--- src/logic/ssr_pkg.sv ---
// Purpose: shared constants and types of the safe position and stop reset block
// Assumes: one logic clock at SYS_CLK_HZ
// Notes:   register offsets are byte addresses on a 32-bit classic Wishbone bus
package ssr_pkg;
    // ==================================================================
    // timing
    localparam int unsigned SYS_CLK_HZ = 100_000_000;
    localparam int unsigned PULSE_MIN_MS = 100;
    // least time: exact here, so rounding up changes nothing
    localparam int unsigned PULSE_MIN_CYC = (SYS_CLK_HZ / 1000) * PULSE_MIN_MS;
    localparam int unsigned LAMP_HZ = 1;
    localparam int unsigned LAMP_HALF_CYC = SYS_CLK_HZ / (2 * LAMP_HZ);

    // ==================================================================
    // sizes
    localparam int unsigned MSG_INPUTS = 8;
    localparam int unsigned HIST_DEPTH = 8;

    // ==================================================================
    // register offsets
    localparam logic [7:0] ADDR_STATUS = 8'h00;
    localparam logic [7:0] ADDR_MSG_EDGE = 8'h04;
    localparam logic [7:0] ADDR_MSG_EN = 8'h08;
    localparam logic [7:0] ADDR_HIST = 8'h0c;
    localparam logic [7:0] ADDR_HIST_CNT = 8'h10;
    localparam logic [7:0] ADDR_IRQ_ST = 8'h14;
    localparam logic [7:0] ADDR_IRQ_CLR = 8'h18;
    localparam logic [7:0] ADDR_IRQ_EN = 8'h1c;

    // ==================================================================
    // reset values: bit set in edge register means falling edge
    localparam logic [7:0] MSG_EDGE_RST = 8'h0c;
    localparam logic [7:0] MSG_EN_RST = 8'hff;

    // ==================================================================
    // status register bits
    localparam int unsigned ST_SAFE = 0;
    localparam int unsigned ST_INHIBIT = 1;
    localparam int unsigned ST_RESET_EN = 2;
    localparam int unsigned ST_RESTART_EN = 3;
    localparam int unsigned ST_ESTOP = 4;
    localparam int unsigned ST_MOTION = 5;
    // history read: valid flag above the mask
    localparam int unsigned HIST_VALID = 8;

    // ==================================================================
    // interrupt event bits
    localparam int unsigned EV_STOP = 0;
    localparam int unsigned EV_RESET = 1;
    localparam int unsigned EV_RESTART = 2;
    localparam int unsigned EV_MSG = 3;
    localparam int unsigned EV_UNSAFE = 4;
    localparam int unsigned EV_W = 5;

    // ==================================================================
    // types
    typedef enum logic [1:0] {
        STG_STOPPED = 2'b00,
        STG_RESET_OK = 2'b01,
        STG_RUN = 2'b10
    } ssr_stage_t;

    typedef struct packed {
        logic monitor_ok;
        logic cross_check_ok;
        logic absolute_position_trust;
        logic plausibility_fault;
        logic second_sensor_selftest_fault;
        logic sensor_identity_fault;
        logic second_sensor_selftest_on;
    } ssr_pos_in_t;

    typedef struct packed {
        logic estop_ok;
        logic stop1_reset_request;
        logic stop1_restart_request;
    } ssr_pin_t;
endpackage : ssr_pkg

--- src/logic/ssr_sync.sv ---
// Purpose: pin synchroniser with agreement filter
// Assumes: inputs are asynchronous to i_sys_clk
// Notes:   output moves only when stages two and three agree
module ssr_sync
    import ssr_pkg::*;
#(
    parameter int unsigned W = 3
) (
    input wire logic i_sys_clk,
    input wire logic i_rstn,
    input wire logic [W-1:0] i_async,
    output logic [W-1:0] o_sync
);
    // ==================================================================
    // state
    typedef struct packed {
        logic [W-1:0] s1;
        logic [W-1:0] s2;
        logic [W-1:0] s3;
        logic [W-1:0] q;
    } ssr_sync_st_t;

    ssr_sync_st_t s;
    ssr_sync_st_t next_s;

    // s1 feeds only s2; the filter looks at s2 and s3
    always_comb begin
        next_s = s;
        next_s.s1 = i_async;
        next_s.s2 = s.s1;
        next_s.s3 = s.s2;
        next_s.q = (s.s2 & s.s3) | (s.q & (s.s2 | s.s3));
    end

    // registers
    always_ff @(posedge i_sys_clk) begin
        if (!i_rstn) begin
            s <= '0;
        end else begin
            s <= next_s;
        end
    end

    assign o_sync = s.q;
endmodule : ssr_sync

--- src/logic/ssr_top.sv ---
// Purpose: safe position, message logging and stop-one reset/restart
// Assumes: position and message inputs are on i_sys_clk; buttons are pins
// Notes:   history depth must be a power of two; lamp half period >= 2
// Functional notes
// - safe position combines all position status and fault inputs
// - low safe position requests a stop, high means position safe
// - diagnostic suppression output high during second sensor self-test
// - up to eight monitored inputs, each with own output and message
// - configured edge gives one-cycle output pulse and a history entry
// - inputs one and two rise-triggered, three and four fall-triggered
// - emergency stop ok going low starts controlled stop one
// - reset enable only after reset pulse of at least 100 ms
// - reset enable is the release condition of the restart stage
// - release input leaving high starts controlled stop one
// - restart accepted only after a complete valid reset sequence
// - restart enable only after restart pulse of at least 100 ms
// - restart enable drives active-low stop one request flag
// - restart enable ANDed with external stop one request input
// - reset and restart required outputs blink 1 Hz while waiting
module ssr_top
    import ssr_pkg::*;
#(
    parameter int unsigned PULSE_CYC = PULSE_MIN_CYC,
    parameter int unsigned LAMP_CYC = LAMP_HALF_CYC,
    parameter int unsigned MSG_N = MSG_INPUTS,
    parameter int unsigned HIST_N = HIST_DEPTH
) (
    input wire logic i_sys_clk,
    input wire logic i_rstn,
    input wire ssr_pos_in_t i_pos,
    input wire logic i_estop_ok,
    input wire logic i_stop1_reset_request,
    input wire logic i_stop1_restart_request,
    input wire logic i_external_stop1_request_n,
    input wire logic [MSG_N-1:0] i_msg_in,
    output logic o_safe_position,
    output logic o_position_valid,
    output logic o_inhibit_diag,
    output logic [MSG_N-1:0] o_msg_pulse,
    output logic o_reset_enable,
    output logic o_restart_enable,
    output logic o_stop1_request_n,
    output logic o_motion_stop1_ok,
    output logic o_reset_required,
    output logic o_restart_required,
    output logic o_irq,
    input wire logic i_wb_cyc,
    input wire logic i_wb_stb,
    input wire logic i_wb_we,
    input wire logic [7:0] i_wb_adr,
    input wire logic [31:0] i_wb_dat,
    input wire logic [3:0] i_wb_sel,
    output logic [31:0] o_wb_dat,
    output logic o_wb_ack
);
    // ==================================================================
    // state
    localparam int unsigned CW = $clog2(PULSE_CYC + 1);
    localparam int unsigned LW = $clog2(LAMP_CYC);
    localparam int unsigned PW = $clog2(HIST_N);

    typedef struct packed {
        ssr_stage_t stage;
        logic [CW-1:0] rst_cnt;
        logic [CW-1:0] rsr_cnt;
        logic [LW-1:0] lamp_cnt;
        logic blink;
        logic req_rst;
        logic req_rsr;
        logic safe;
        logic valid;
        logic inhibit;
        logic motion_ok;
        logic armed;
        logic [MSG_N-1:0] msg_prev;
        logic [MSG_N-1:0] msg_pulse;
        logic [MSG_N-1:0] edge_fall;
        logic [MSG_N-1:0] msg_en;
        logic [HIST_N-1:0][MSG_N-1:0] hist;
        logic [PW-1:0] wr_ptr;
        logic [PW-1:0] rd_ptr;
        logic [PW:0] count;
        logic [EV_W-1:0] irq_st;
        logic [EV_W-1:0] irq_en;
        logic ack;
        logic [31:0] rdat;
    } ssr_st_t;

    ssr_st_t s;
    ssr_st_t next_s;
    ssr_pin_t pin;
    logic pos_good;

    // ==================================================================
    // pin synchronisers
    ssr_sync #(
        .W($bits(ssr_pin_t))
    ) u_sync (
        .i_sys_clk(i_sys_clk),
        .i_rstn(i_rstn),
        .i_async({i_estop_ok, i_stop1_reset_request, i_stop1_restart_request}),
        .o_sync(pin)
    );

    // every status good, no fault, no self-test
    assign pos_good = i_pos.monitor_ok & i_pos.cross_check_ok
        & i_pos.absolute_position_trust & ~i_pos.plausibility_fault
        & ~i_pos.second_sensor_selftest_fault & ~i_pos.sensor_identity_fault
        & ~i_pos.second_sensor_selftest_on;

    // ==================================================================
    // next state
    always_comb begin
        logic [MSG_N-1:0] rise;
        logic [MSG_N-1:0] fall;
        logic [MSG_N-1:0] fire;
        logic [EV_W-1:0] ev;
        logic [EV_W-1:0] clr;
        logic rst_ok;
        logic rsr_ok;
        logic push;
        logic pop;
        logic full;
        logic req;
        logic [31:0] rd;
        next_s = s;
        rise = '0;
        fall = '0;
        fire = '0;
        ev = '0;
        clr = '0;
        rst_ok = 1'b0;
        rsr_ok = 1'b0;
        push = 1'b0;
        pop = 1'b0;
        full = 1'b0;
        req = 1'b0;
        rd = '0;

        next_s.safe = pos_good;
        next_s.valid = ~i_pos.second_sensor_selftest_on;
        next_s.inhibit = i_pos.second_sensor_selftest_on;
        // losing safe position is a stop request worth an event
        ev[EV_UNSAFE] = s.safe & ~pos_good;

        // edge choice per input, falling where bit set
        rise = i_msg_in & ~s.msg_prev;
        fall = ~i_msg_in & s.msg_prev;
        // each input masked and pulsed on its own output
        fire = ((rise & ~s.edge_fall) | (fall & s.edge_fall)) & s.msg_en;
        // first cycle after reset has no valid previous sample
        fire = s.armed ? fire : '0;
        next_s.armed = 1'b1;
        next_s.msg_prev = i_msg_in;
        // one-cycle pulse and one history entry
        next_s.msg_pulse = fire;
        push = |fire;
        ev[EV_MSG] = push;

        // count cycles while held, judge on release
        if (pin.stop1_reset_request && pin.estop_ok && s.stage == STG_STOPPED) begin
            if (s.rst_cnt != '1) begin
                next_s.rst_cnt = s.rst_cnt + 1'b1;
            end
        end else begin
            rst_ok = pin.estop_ok && s.stage == STG_STOPPED && (s.rst_cnt >= PULSE_CYC);
            next_s.rst_cnt = '0;
        end
        // restart counts only with reset stage enabled
        if (pin.stop1_restart_request && s.stage == STG_RESET_OK && pin.estop_ok) begin
            if (s.rsr_cnt != '1) begin
                next_s.rsr_cnt = s.rsr_cnt + 1'b1;
            end
        end else begin
            rsr_ok = pin.estop_ok && s.stage == STG_RESET_OK && (s.rsr_cnt >= PULSE_CYC);
            next_s.rsr_cnt = '0;
        end

        // reset and restart stages
        case (s.stage)
            STG_STOPPED: begin
                if (rst_ok) begin
                    next_s.stage = STG_RESET_OK;
                end
            end
            STG_RESET_OK: begin
                // emergency stop drop cancels the reset
                if (!pin.estop_ok) begin
                    next_s.stage = STG_STOPPED;
                end else if (rsr_ok) begin
                    // run only from a completed reset
                    next_s.stage = STG_RUN;
                end
            end
            STG_RUN: begin
                if (!pin.estop_ok) begin
                    next_s.stage = STG_STOPPED;
                end
            end
            default: begin
                next_s.stage = STG_STOPPED;
            end
        endcase
        ev[EV_RESET] = rst_ok;
        ev[EV_RESTART] = rsr_ok && pin.estop_ok;
        ev[EV_STOP] = (s.stage == STG_RUN) && (next_s.stage != STG_RUN);
        // external request can also stop motion
        next_s.motion_ok = (next_s.stage == STG_RUN) & i_external_stop1_request_n;

        if (s.lamp_cnt == LW'(LAMP_CYC - 1)) begin
            next_s.lamp_cnt = '0;
            next_s.blink = ~s.blink;
        end else begin
            next_s.lamp_cnt = s.lamp_cnt + 1'b1;
        end
        // lamps follow the coming stage, so a lamp never lights beside its own enable
        next_s.req_rst = s.blink & pin.estop_ok & (next_s.stage == STG_STOPPED);
        next_s.req_rsr = s.blink & (next_s.stage == STG_RESET_OK);

        // bus slave: one wait state, ack drops after one cycle
        req = i_wb_cyc & i_wb_stb & ~s.ack;
        next_s.ack = req;
        case (i_wb_adr[7:2])
            ADDR_STATUS[7:2]: begin
                rd[ST_SAFE] = s.safe;
                rd[ST_INHIBIT] = s.inhibit;
                rd[ST_RESET_EN] = s.stage != STG_STOPPED;
                rd[ST_RESTART_EN] = s.stage == STG_RUN;
                rd[ST_ESTOP] = pin.estop_ok;
                rd[ST_MOTION] = s.motion_ok;
            end
            ADDR_MSG_EDGE[7:2]: rd[MSG_N-1:0] = s.edge_fall;
            ADDR_MSG_EN[7:2]: rd[MSG_N-1:0] = s.msg_en;
            ADDR_HIST[7:2]: begin
                rd[MSG_N-1:0] = (s.count != '0) ? s.hist[s.rd_ptr] : '0;
                rd[HIST_VALID] = s.count != '0;
                // reading an entry removes it
                pop = req & ~i_wb_we & (s.count != '0);
            end
            ADDR_HIST_CNT[7:2]: rd[PW:0] = s.count;
            ADDR_IRQ_ST[7:2]: rd[EV_W-1:0] = s.irq_st;
            ADDR_IRQ_EN[7:2]: rd[EV_W-1:0] = s.irq_en;
            default: rd = '0;
        endcase
        if (req) begin
            next_s.rdat = i_wb_we ? '0 : rd;
        end
        if (req && i_wb_we && i_wb_sel[0]) begin
            case (i_wb_adr[7:2])
                ADDR_MSG_EDGE[7:2]: next_s.edge_fall = i_wb_dat[MSG_N-1:0];
                ADDR_MSG_EN[7:2]: next_s.msg_en = i_wb_dat[MSG_N-1:0];
                ADDR_IRQ_CLR[7:2]: clr = i_wb_dat[EV_W-1:0];
                ADDR_IRQ_EN[7:2]: next_s.irq_en = i_wb_dat[EV_W-1:0];
                default: clr = '0;
            endcase
        end

        // history ring: a full ring drops its oldest entry
        full = s.count == (PW + 1)'(HIST_N);
        if (push) begin
            next_s.hist[s.wr_ptr] = fire;
            next_s.wr_ptr = s.wr_ptr + 1'b1;
        end
        if (pop || (push && full)) begin
            next_s.rd_ptr = s.rd_ptr + 1'b1;
        end
        if (push && !pop && !full) begin
            next_s.count = s.count + 1'b1;
        end else if (pop && !push) begin
            next_s.count = s.count - 1'b1;
        end

        // sticky events: a new event beats a clear in the same cycle
        next_s.irq_st = (s.irq_st & ~clr) | ev;
    end

    // ==================================================================
    // registers
    always_ff @(posedge i_sys_clk) begin
        if (!i_rstn) begin
            s <= '0;
            s.edge_fall <= MSG_EDGE_RST[MSG_N-1:0];
            s.msg_en <= MSG_EN_RST[MSG_N-1:0];
        end else begin
            s <= next_s;
        end
    end

    assign o_safe_position = s.safe;
    assign o_position_valid = s.valid;
    assign o_inhibit_diag = s.inhibit;
    assign o_msg_pulse = s.msg_pulse;
    assign o_reset_enable = s.stage != STG_STOPPED;
    assign o_restart_enable = s.stage == STG_RUN;
    // low while stop one is requested
    assign o_stop1_request_n = s.stage == STG_RUN;
    assign o_motion_stop1_ok = s.motion_ok;
    assign o_reset_required = s.req_rst;
    assign o_restart_required = s.req_rsr;
    assign o_irq = |(s.irq_st & s.irq_en);
    assign o_wb_dat = s.rdat;
    assign o_wb_ack = s.ack;
endmodule : ssr_top

--- config.mk ---
export PLATFORM = sky130hd
export DESIGN_NAME = ssr_top
export DESIGN_NICKNAME = d
export VERILOG_FILES = /design/src/logic/ssr_pkg.sv /design/src/logic/ssr_sync.sv /design/src/logic/ssr_top.sv
export SDC_FILE = /design/constraint.sdc
export NUM_CORES = 1
export LEC_CHECK = 0
export BUFFER_PORTS_ARGS = -buffer_cell sky130_fd_sc_hd__buf_4
export CAP_MARGIN = 30
export CORE_ASPECT_RATIO = 0.5
export CORE_MARGIN = 1.5
export CORE_UTILIZATION = 50
export DETAILED_ROUTE_END_ITERATION = 7
export MAX_ROUTING_LAYER = met4
export PLACE_DENSITY = 0.7
export SLEW_MARGIN = 0
export SYNTH_ARGS = -nofsm -noshare
export SYNTH_HDL_FRONTEND = slang
export SYNTH_HIERARCHICAL = 1
export SYNTH_SLANG_ARGS = --single-unit
--- constraint.sdc ---
create_clock -name i_sys_clk -period 3.8 [get_ports i_sys_clk]
set_input_delay 0.95 -clock i_sys_clk [delete_from_list [all_inputs] [get_ports i_sys_clk]]
set_output_delay 0.95 -clock i_sys_clk [all_outputs]
set_load 0.02 [all_outputs]
* Word-level counts from Yosys, hierarchy flattened
Cells that the tools add are included.
** Word-level totals
- Word-level logic and storage cells :: 173
- Register bits after elaboration :: 245
- Input bits :: 68
- Output and inout bits :: 51
** Cells by class
- Bitwise logic cells :: 41
- Add/subtract/negate cells :: 7
- Order comparisons :: 5
- Muxes and demuxes :: 34
- Eq/ne operators :: 16
- Reductions and logical operators :: 35
** Operator list (count)
- $mux 150 :: 1
- $mux 67 :: 1
- $bwmux 64 :: 1
- $add 24x1->24 const B :: 2
- $ge 24x24->1 const B :: 2
- $mux 8 :: 6
- $ne 24x24->1 const B :: 2
- $and 8x8->8 :: 5
- $mux 32 :: 1
- $pmux 4 s7 :: 1
- $add 26x1->26 const B :: 1
- $eq 26x26->1 const B :: 1
- $bmux 8 s3 :: 1
- $demux 8 s3 :: 1
- $eq 6x3->1 const B :: 4
- $not 8->8 :: 3
- $mux 5 :: 4
- $logic_and 1x1->1 :: 17
- $mux 16 :: 1
- $and 1x1->1 :: 15
- $eq 6x2->1 const B :: 2
- $pmux 2 s3 :: 2
- $and 5x5->5 :: 2
- $reduce_and 2->1 :: 5
- 32 further kinds :: 57

* Depth between registers and ports, before layout
- Word-level depth :: 12
- Mapped depth :: 13
- Depth with buffers taken out :: 11

* Cells and area by module
Netlist, hierarchy kept.
** By module, submodules not included
- ssr_top :: times used 1, sequential area each 4204.0 µm², area an instance 9874.5 µm², cells each 1052
- ssr_sync :: times used 1, sequential area each 240.2 µm², area an instance 390.4 µm², cells each 34

* Worst setup path after synthesis
Ideal clock, no wire load.
- Kind :: input to register
- Start :: in i_msg_in[7]
- End :: reg s[46] in the netlist's numbering
- Setup slack :: 0.347 ns
- Buffers on the path :: 1
- Data required time :: 3.728 ns
- Data arrival time :: 3.381 ns
- Stages :: 12
- Setup time :: 0.072 ns
- Cells stage by stage :: or3b_1 > a21oi_4 > nor4_4 > nand2_1 > buf_2 > nand2_1 > ha_1 > a21o_1 > a21oi_1 > nor3_1 > a21oi_1 > mux2i_1
** On the way
- Word-level cells in the longest chain between the ends :: 10
- Elaborated cells on any way between the ends :: 15
- Classes of those cells :: 2 x mux; 7 x bitwise; 6 x reduce/logical
** RTL lines
- from (decl) :: RTL line ssr_top.sv:35 : input wire logic [MSG_N-1:0] i_msg_in,
- $not 8->8 :: RTL line ssr_top.sv:148 : fall = ~i_msg_in & s.msg_prev;
- $and 8x8->8 :: RTL line ssr_top.sv:148
- $and 8x8->8 :: RTL line ssr_top.sv:150 : fire = ((rise & ~s.edge_fall) | (fall & s.edge_fall)) & s.msg_en;
- $or 8x8->8 * :: RTL line ssr_top.sv:150
- $and 8x8->8 * :: RTL line ssr_top.sv:150
- $mux 8 * :: RTL line ssr_top.sv:152 : fire = s.armed ? fire : '0;
- $reduce_or 8->1 * :: RTL line ssr_top.sv:157 : push = |fire;
- $logic_and 1x1->1 / $logic_not 1->1 (equally long branches) :: RTL line ssr_top.sv:267, ssr_top.sv:269
- $logic_and 1x1->1 (on tied branches) :: RTL line ssr_top.sv:267, ssr_top.sv:269
- $mux 4 / $reduce_bool 2->1 (equally long branches)
- to (signal assigned) :: RTL line ssr_top.sv:285 : s <= next_s;
- to (decl) :: RTL line ssr_top.sv:89 : ssr_st_t s;
Every way passes the cells marked *; elsewhere a longest branch is shown, timed or not.
A chain may end at the register's enable or synchronous reset.

* Final worst setup path
- Start :: in i_wb_adr[5]
- End :: reg s[46] in the netlist's numbering
** On the way
- Word-level cells in the longest chain between the ends :: 6
- Elaborated cells on any way between the ends :: 8
- Classes of those cells :: 1 x eq/ne; 2 x mux; 5 x reduce/logical
** RTL lines
- from (decl) :: RTL line ssr_top.sv:50 : input wire logic [7:0] i_wb_adr,
- $eq 6x2->1 * :: RTL line ssr_top.sv:223 : case (i_wb_adr[7:2])
- $mux 1 * :: RTL line ssr_top.sv:223
- $logic_not 1->1 :: RTL line ssr_top.sv:267 : if (push && !pop && !full) begin
- $logic_and 1x1->1 (2 in series) :: RTL line ssr_top.sv:267
- $mux 4 / $reduce_bool 2->1 (equally long branches)
Marked as above.

==> run summary <==
status: finished, final reports clean
RR Endpoint: s[46]
worst hold start: u_sync/next_s[6]
Core ar.: 19800 um^2
Worst Path Class, Setup: in -> reg
via count: 7762
post-synthesis async set-or-reset flop share: 0
Critical-path top delay cell: nor4_2
ANT nets after route: 0
worst r2r src: s[43]
worst path cell trace: buf_4 > nor4_2 > nand4_1 > nor3_2 > nor2_1 > nand2_1 > ha_1 > a21o_1 > a21oi_1 > nor3_1 > a21oi_1 > mux2i_1
Seq pwr share: 0.487
worst-path fanout max: 5
Fmax achieved: 354 MHz
worst stage delay on the critical path: 0.40 ns
cell repeated most along the worst path: a21oi_1
Total GRT Usage: 0.226
Tcrit/Tclk final: 0.743
IO Pins: 119
Sink Count: 222
Reg2Reg Setup Slack: 1.14 ns
Ant. Diodes: 0
Syn-to-layout area delta: 12.7%
most common cell after layout, fill and taps aside: dfxtp_1
CP required: 4.23 ns
Hold Buf Count CTS: 0
antenna violations before repair: 0
CTS max path bufs: 3
drt pass-1 iters: 5
TritonCTS clock tree: done
first-pass GRT wire length: 37900 um
Post-CTS Setup Inserts: 0
Placer Congestion: 0.834
Post-DP HPWL: 16400 um
Synth Area in Compound Gates: 0.0680
Setup violations, final: 0
die width: 206 um
Most used DFF post-synth: dfxtp_1
HP Class: reg -> reg
most frequent cells in the layout: dfxtp_1, nor2_1, nand2_1, mux2i_1, buf_4
GRT Residual Overflow: 0
worst vdd rail ir drop: 0.000292 V
multiplexer share of the synthesized area: 0.143
Fillers: 1726
IO Port Bufs: 66
Final Critical Period: 2.82 ns
Sum Neg Setup Slack: 0 ns
Final Max Tran Viols: 0
DRT iter0 DRCs: 368
DR WL/cell: 16.4 um
register area share after synthesis: 0.433
CTS clk-pin slew, worst paths: 0.07 ns
RSZ-0062 raised after global routing: no
Post-synth EDFFs: 0
Clock Tree Root: clkbuf_16
Slew HR: 0.354
simple logic cell fraction of the synthesized area: 0.223
Final Hold Viols: 0
vias in the first global route: 7519
max-cap check violation count: 0
Die Area: 21500 um^2
post-synthesis adder-cell area fraction: 0.0129
flops & latches, synth: 222
Storage cell area: 4440 um^2
hold path cells: 1
share of layout cells above drive strength 1: 0.153
Lkg Pwr: 4.48 nW
synthesis warning total: 6
P_int: 3.80 mW
worst slew pin tran: 0.967 ns
clk_lat worst skew: 0.49 ns
Die H: 104 um
Core Util, Final: 0.585
nets: 1217
Post-Syn Instances: 1086
CTS Buf Count: 21
Netlist cell types: 67
crit start category: input port
Clock power frac: 0.420
Switching Share: 0.245
Multi-input gate area: 5300 um^2
H-tree depth: 1
synthesized area: 10300 um^2
row count: 36
largest net degree at the start of global routing: 55
Starting Density: 0.519
Worst Hold End: u_sync/next_s[3]
number of vias per cell: 5.47
# DRC: 0
Reg2Reg Depth: 9
Crit. End Element: flip-flop
Post-CTS Resized: 0
P per Cell Area: 435 nW/um^2
sw power: 1.23 mW
syn avg cell area: 9.45 um^2
clk_skew: 0.0175 ns
Post-Synth XOR/XNOR Area: 0.0606
Logic pwr share: 0.094
Routed WL: 23300 um
largest family of logic cells by synthesized area: simple AND/OR/NAND/NOR gates
Power Total: 5.03 mW
WP data arrival: 3.25 ns
power by group through the flow:
stage	clock network (mW)	logic [mW]	registers [mW]
floorplan	0	0.368	2.46
global placement	0	0.457	2.50
detailed placement	0	0.468	2.50
CTS	2.15	0.470	2.45
global route	2.24	0.511	2.46
finish	2.11	0.471	2.45
worst max-delay path by stage:
stage,to,cells after the start,slack [ns],start
detailed placement,s[46],12,0.51,i_wb_adr[5]
floorplan,s[46],12,0.35,i_msg_in[7]
CTS,s[46],12,1.02,i_wb_adr[5]
finish,s[46],12,0.98,i_wb_adr[5]
global placement,s[46],12,0.53,i_wb_adr[5]
global route,s[46],12,0.77,i_wb_adr[5]
routing by layer:
metal / GRT usage / vias up / share of wire
li1: - / 3787 / -
met1: 0.305 / 3773 / 0.48
met2: 0.357 / 160 / 0.45
met3: 0.0348 / 42 / 0.044
met4: 0.0537 / 0 / 0.020
met5: - / - / 0
through the flow:
stage	setup slack, ns	cells	area [um^2]	hold WS (ns)
5_1_grt	0.774	1418	11600	0.464
3_3_place_gp	0.525	1382	10900	0.435
4_1_cts	1.02	1418	11600	0.451
6_report	0.978	1418	11600	0.447
2_1_floorplan	0.347	1108	10300	0.426
3_5_place_dp	0.506	1382	10900	0.438
final cells by class:
cell class | instances | area share
multi-input combinational | 775 | 0.458
sequential | 222 | 0.384
timing repair buffer | 96 | 0.0623
clock buffer | 26 | 0.0496
tap | 266 | 0.0288
clock inverter | 10 | 0.00952
inverter | 23 | 0.00746
cell usage after synthesis, types with 3 or more instances:
master,count,share of area
a2111oi_4,4,0.011
and3_1,15,0.0091
buf_4,44,0.032
and2_2,6,0.0044
nor4_1,9,0.0055
o21ai_1,5,0.0024
dfxtp_1,222,0.43
o21a_1,4,0.0029
o22ai_1,8,0.0049
a21oi_1,18,0.0088
and2_1,19,0.012
nor3_1,12,0.0059
nand2_1,115,0.042
buf_2,4,0.0020
and4_1,8,0.0068
ha_1,9,0.011
nand3b_1,10,0.0073
inv_1,22,0.0080
clkbuf_1,38,0.014
xor2_1,39,0.033
o21ai_0,7,0.0034
nor2_1,156,0.057
a21oi_2,4,0.0034
a21boi_0,3,0.0022
a21oi_4,4,0.0063
nand2b_1,6,0.0037
nor4b_1,5,0.0043
nand3_1,36,0.018
nor3b_1,3,0.0022
xnor2_1,32,0.027
a22oi_1,7,0.0051
or3b_1,10,0.0085
nor2b_1,8,0.0049
nand4_1,26,0.016
mux2i_1,111,0.11
mux4_2,16,0.035
critical path: cells and delay by family:
kind                     cells  cell delay (ns)
adder cells (fa/ha/maj)      1             0.25
AO/OA/AOI/OAI                3             0.57
multiplexers                 1             0.19
buffers and inverters        1             0.13
AND/OR/NAND/NOR              6             1.14
kinds of logic after synthesis:
family                   after synthesis
AO/OA/AOI/OAI                         84
adder cells (fa/ha/maj)               10
AND/OR/NAND/NOR                      460
multiplexers                         127
buffers and inverters                111
flip-flops                           222
other                                  1
XOR/XNOR                              71
(Power assumes the default switching activity.)
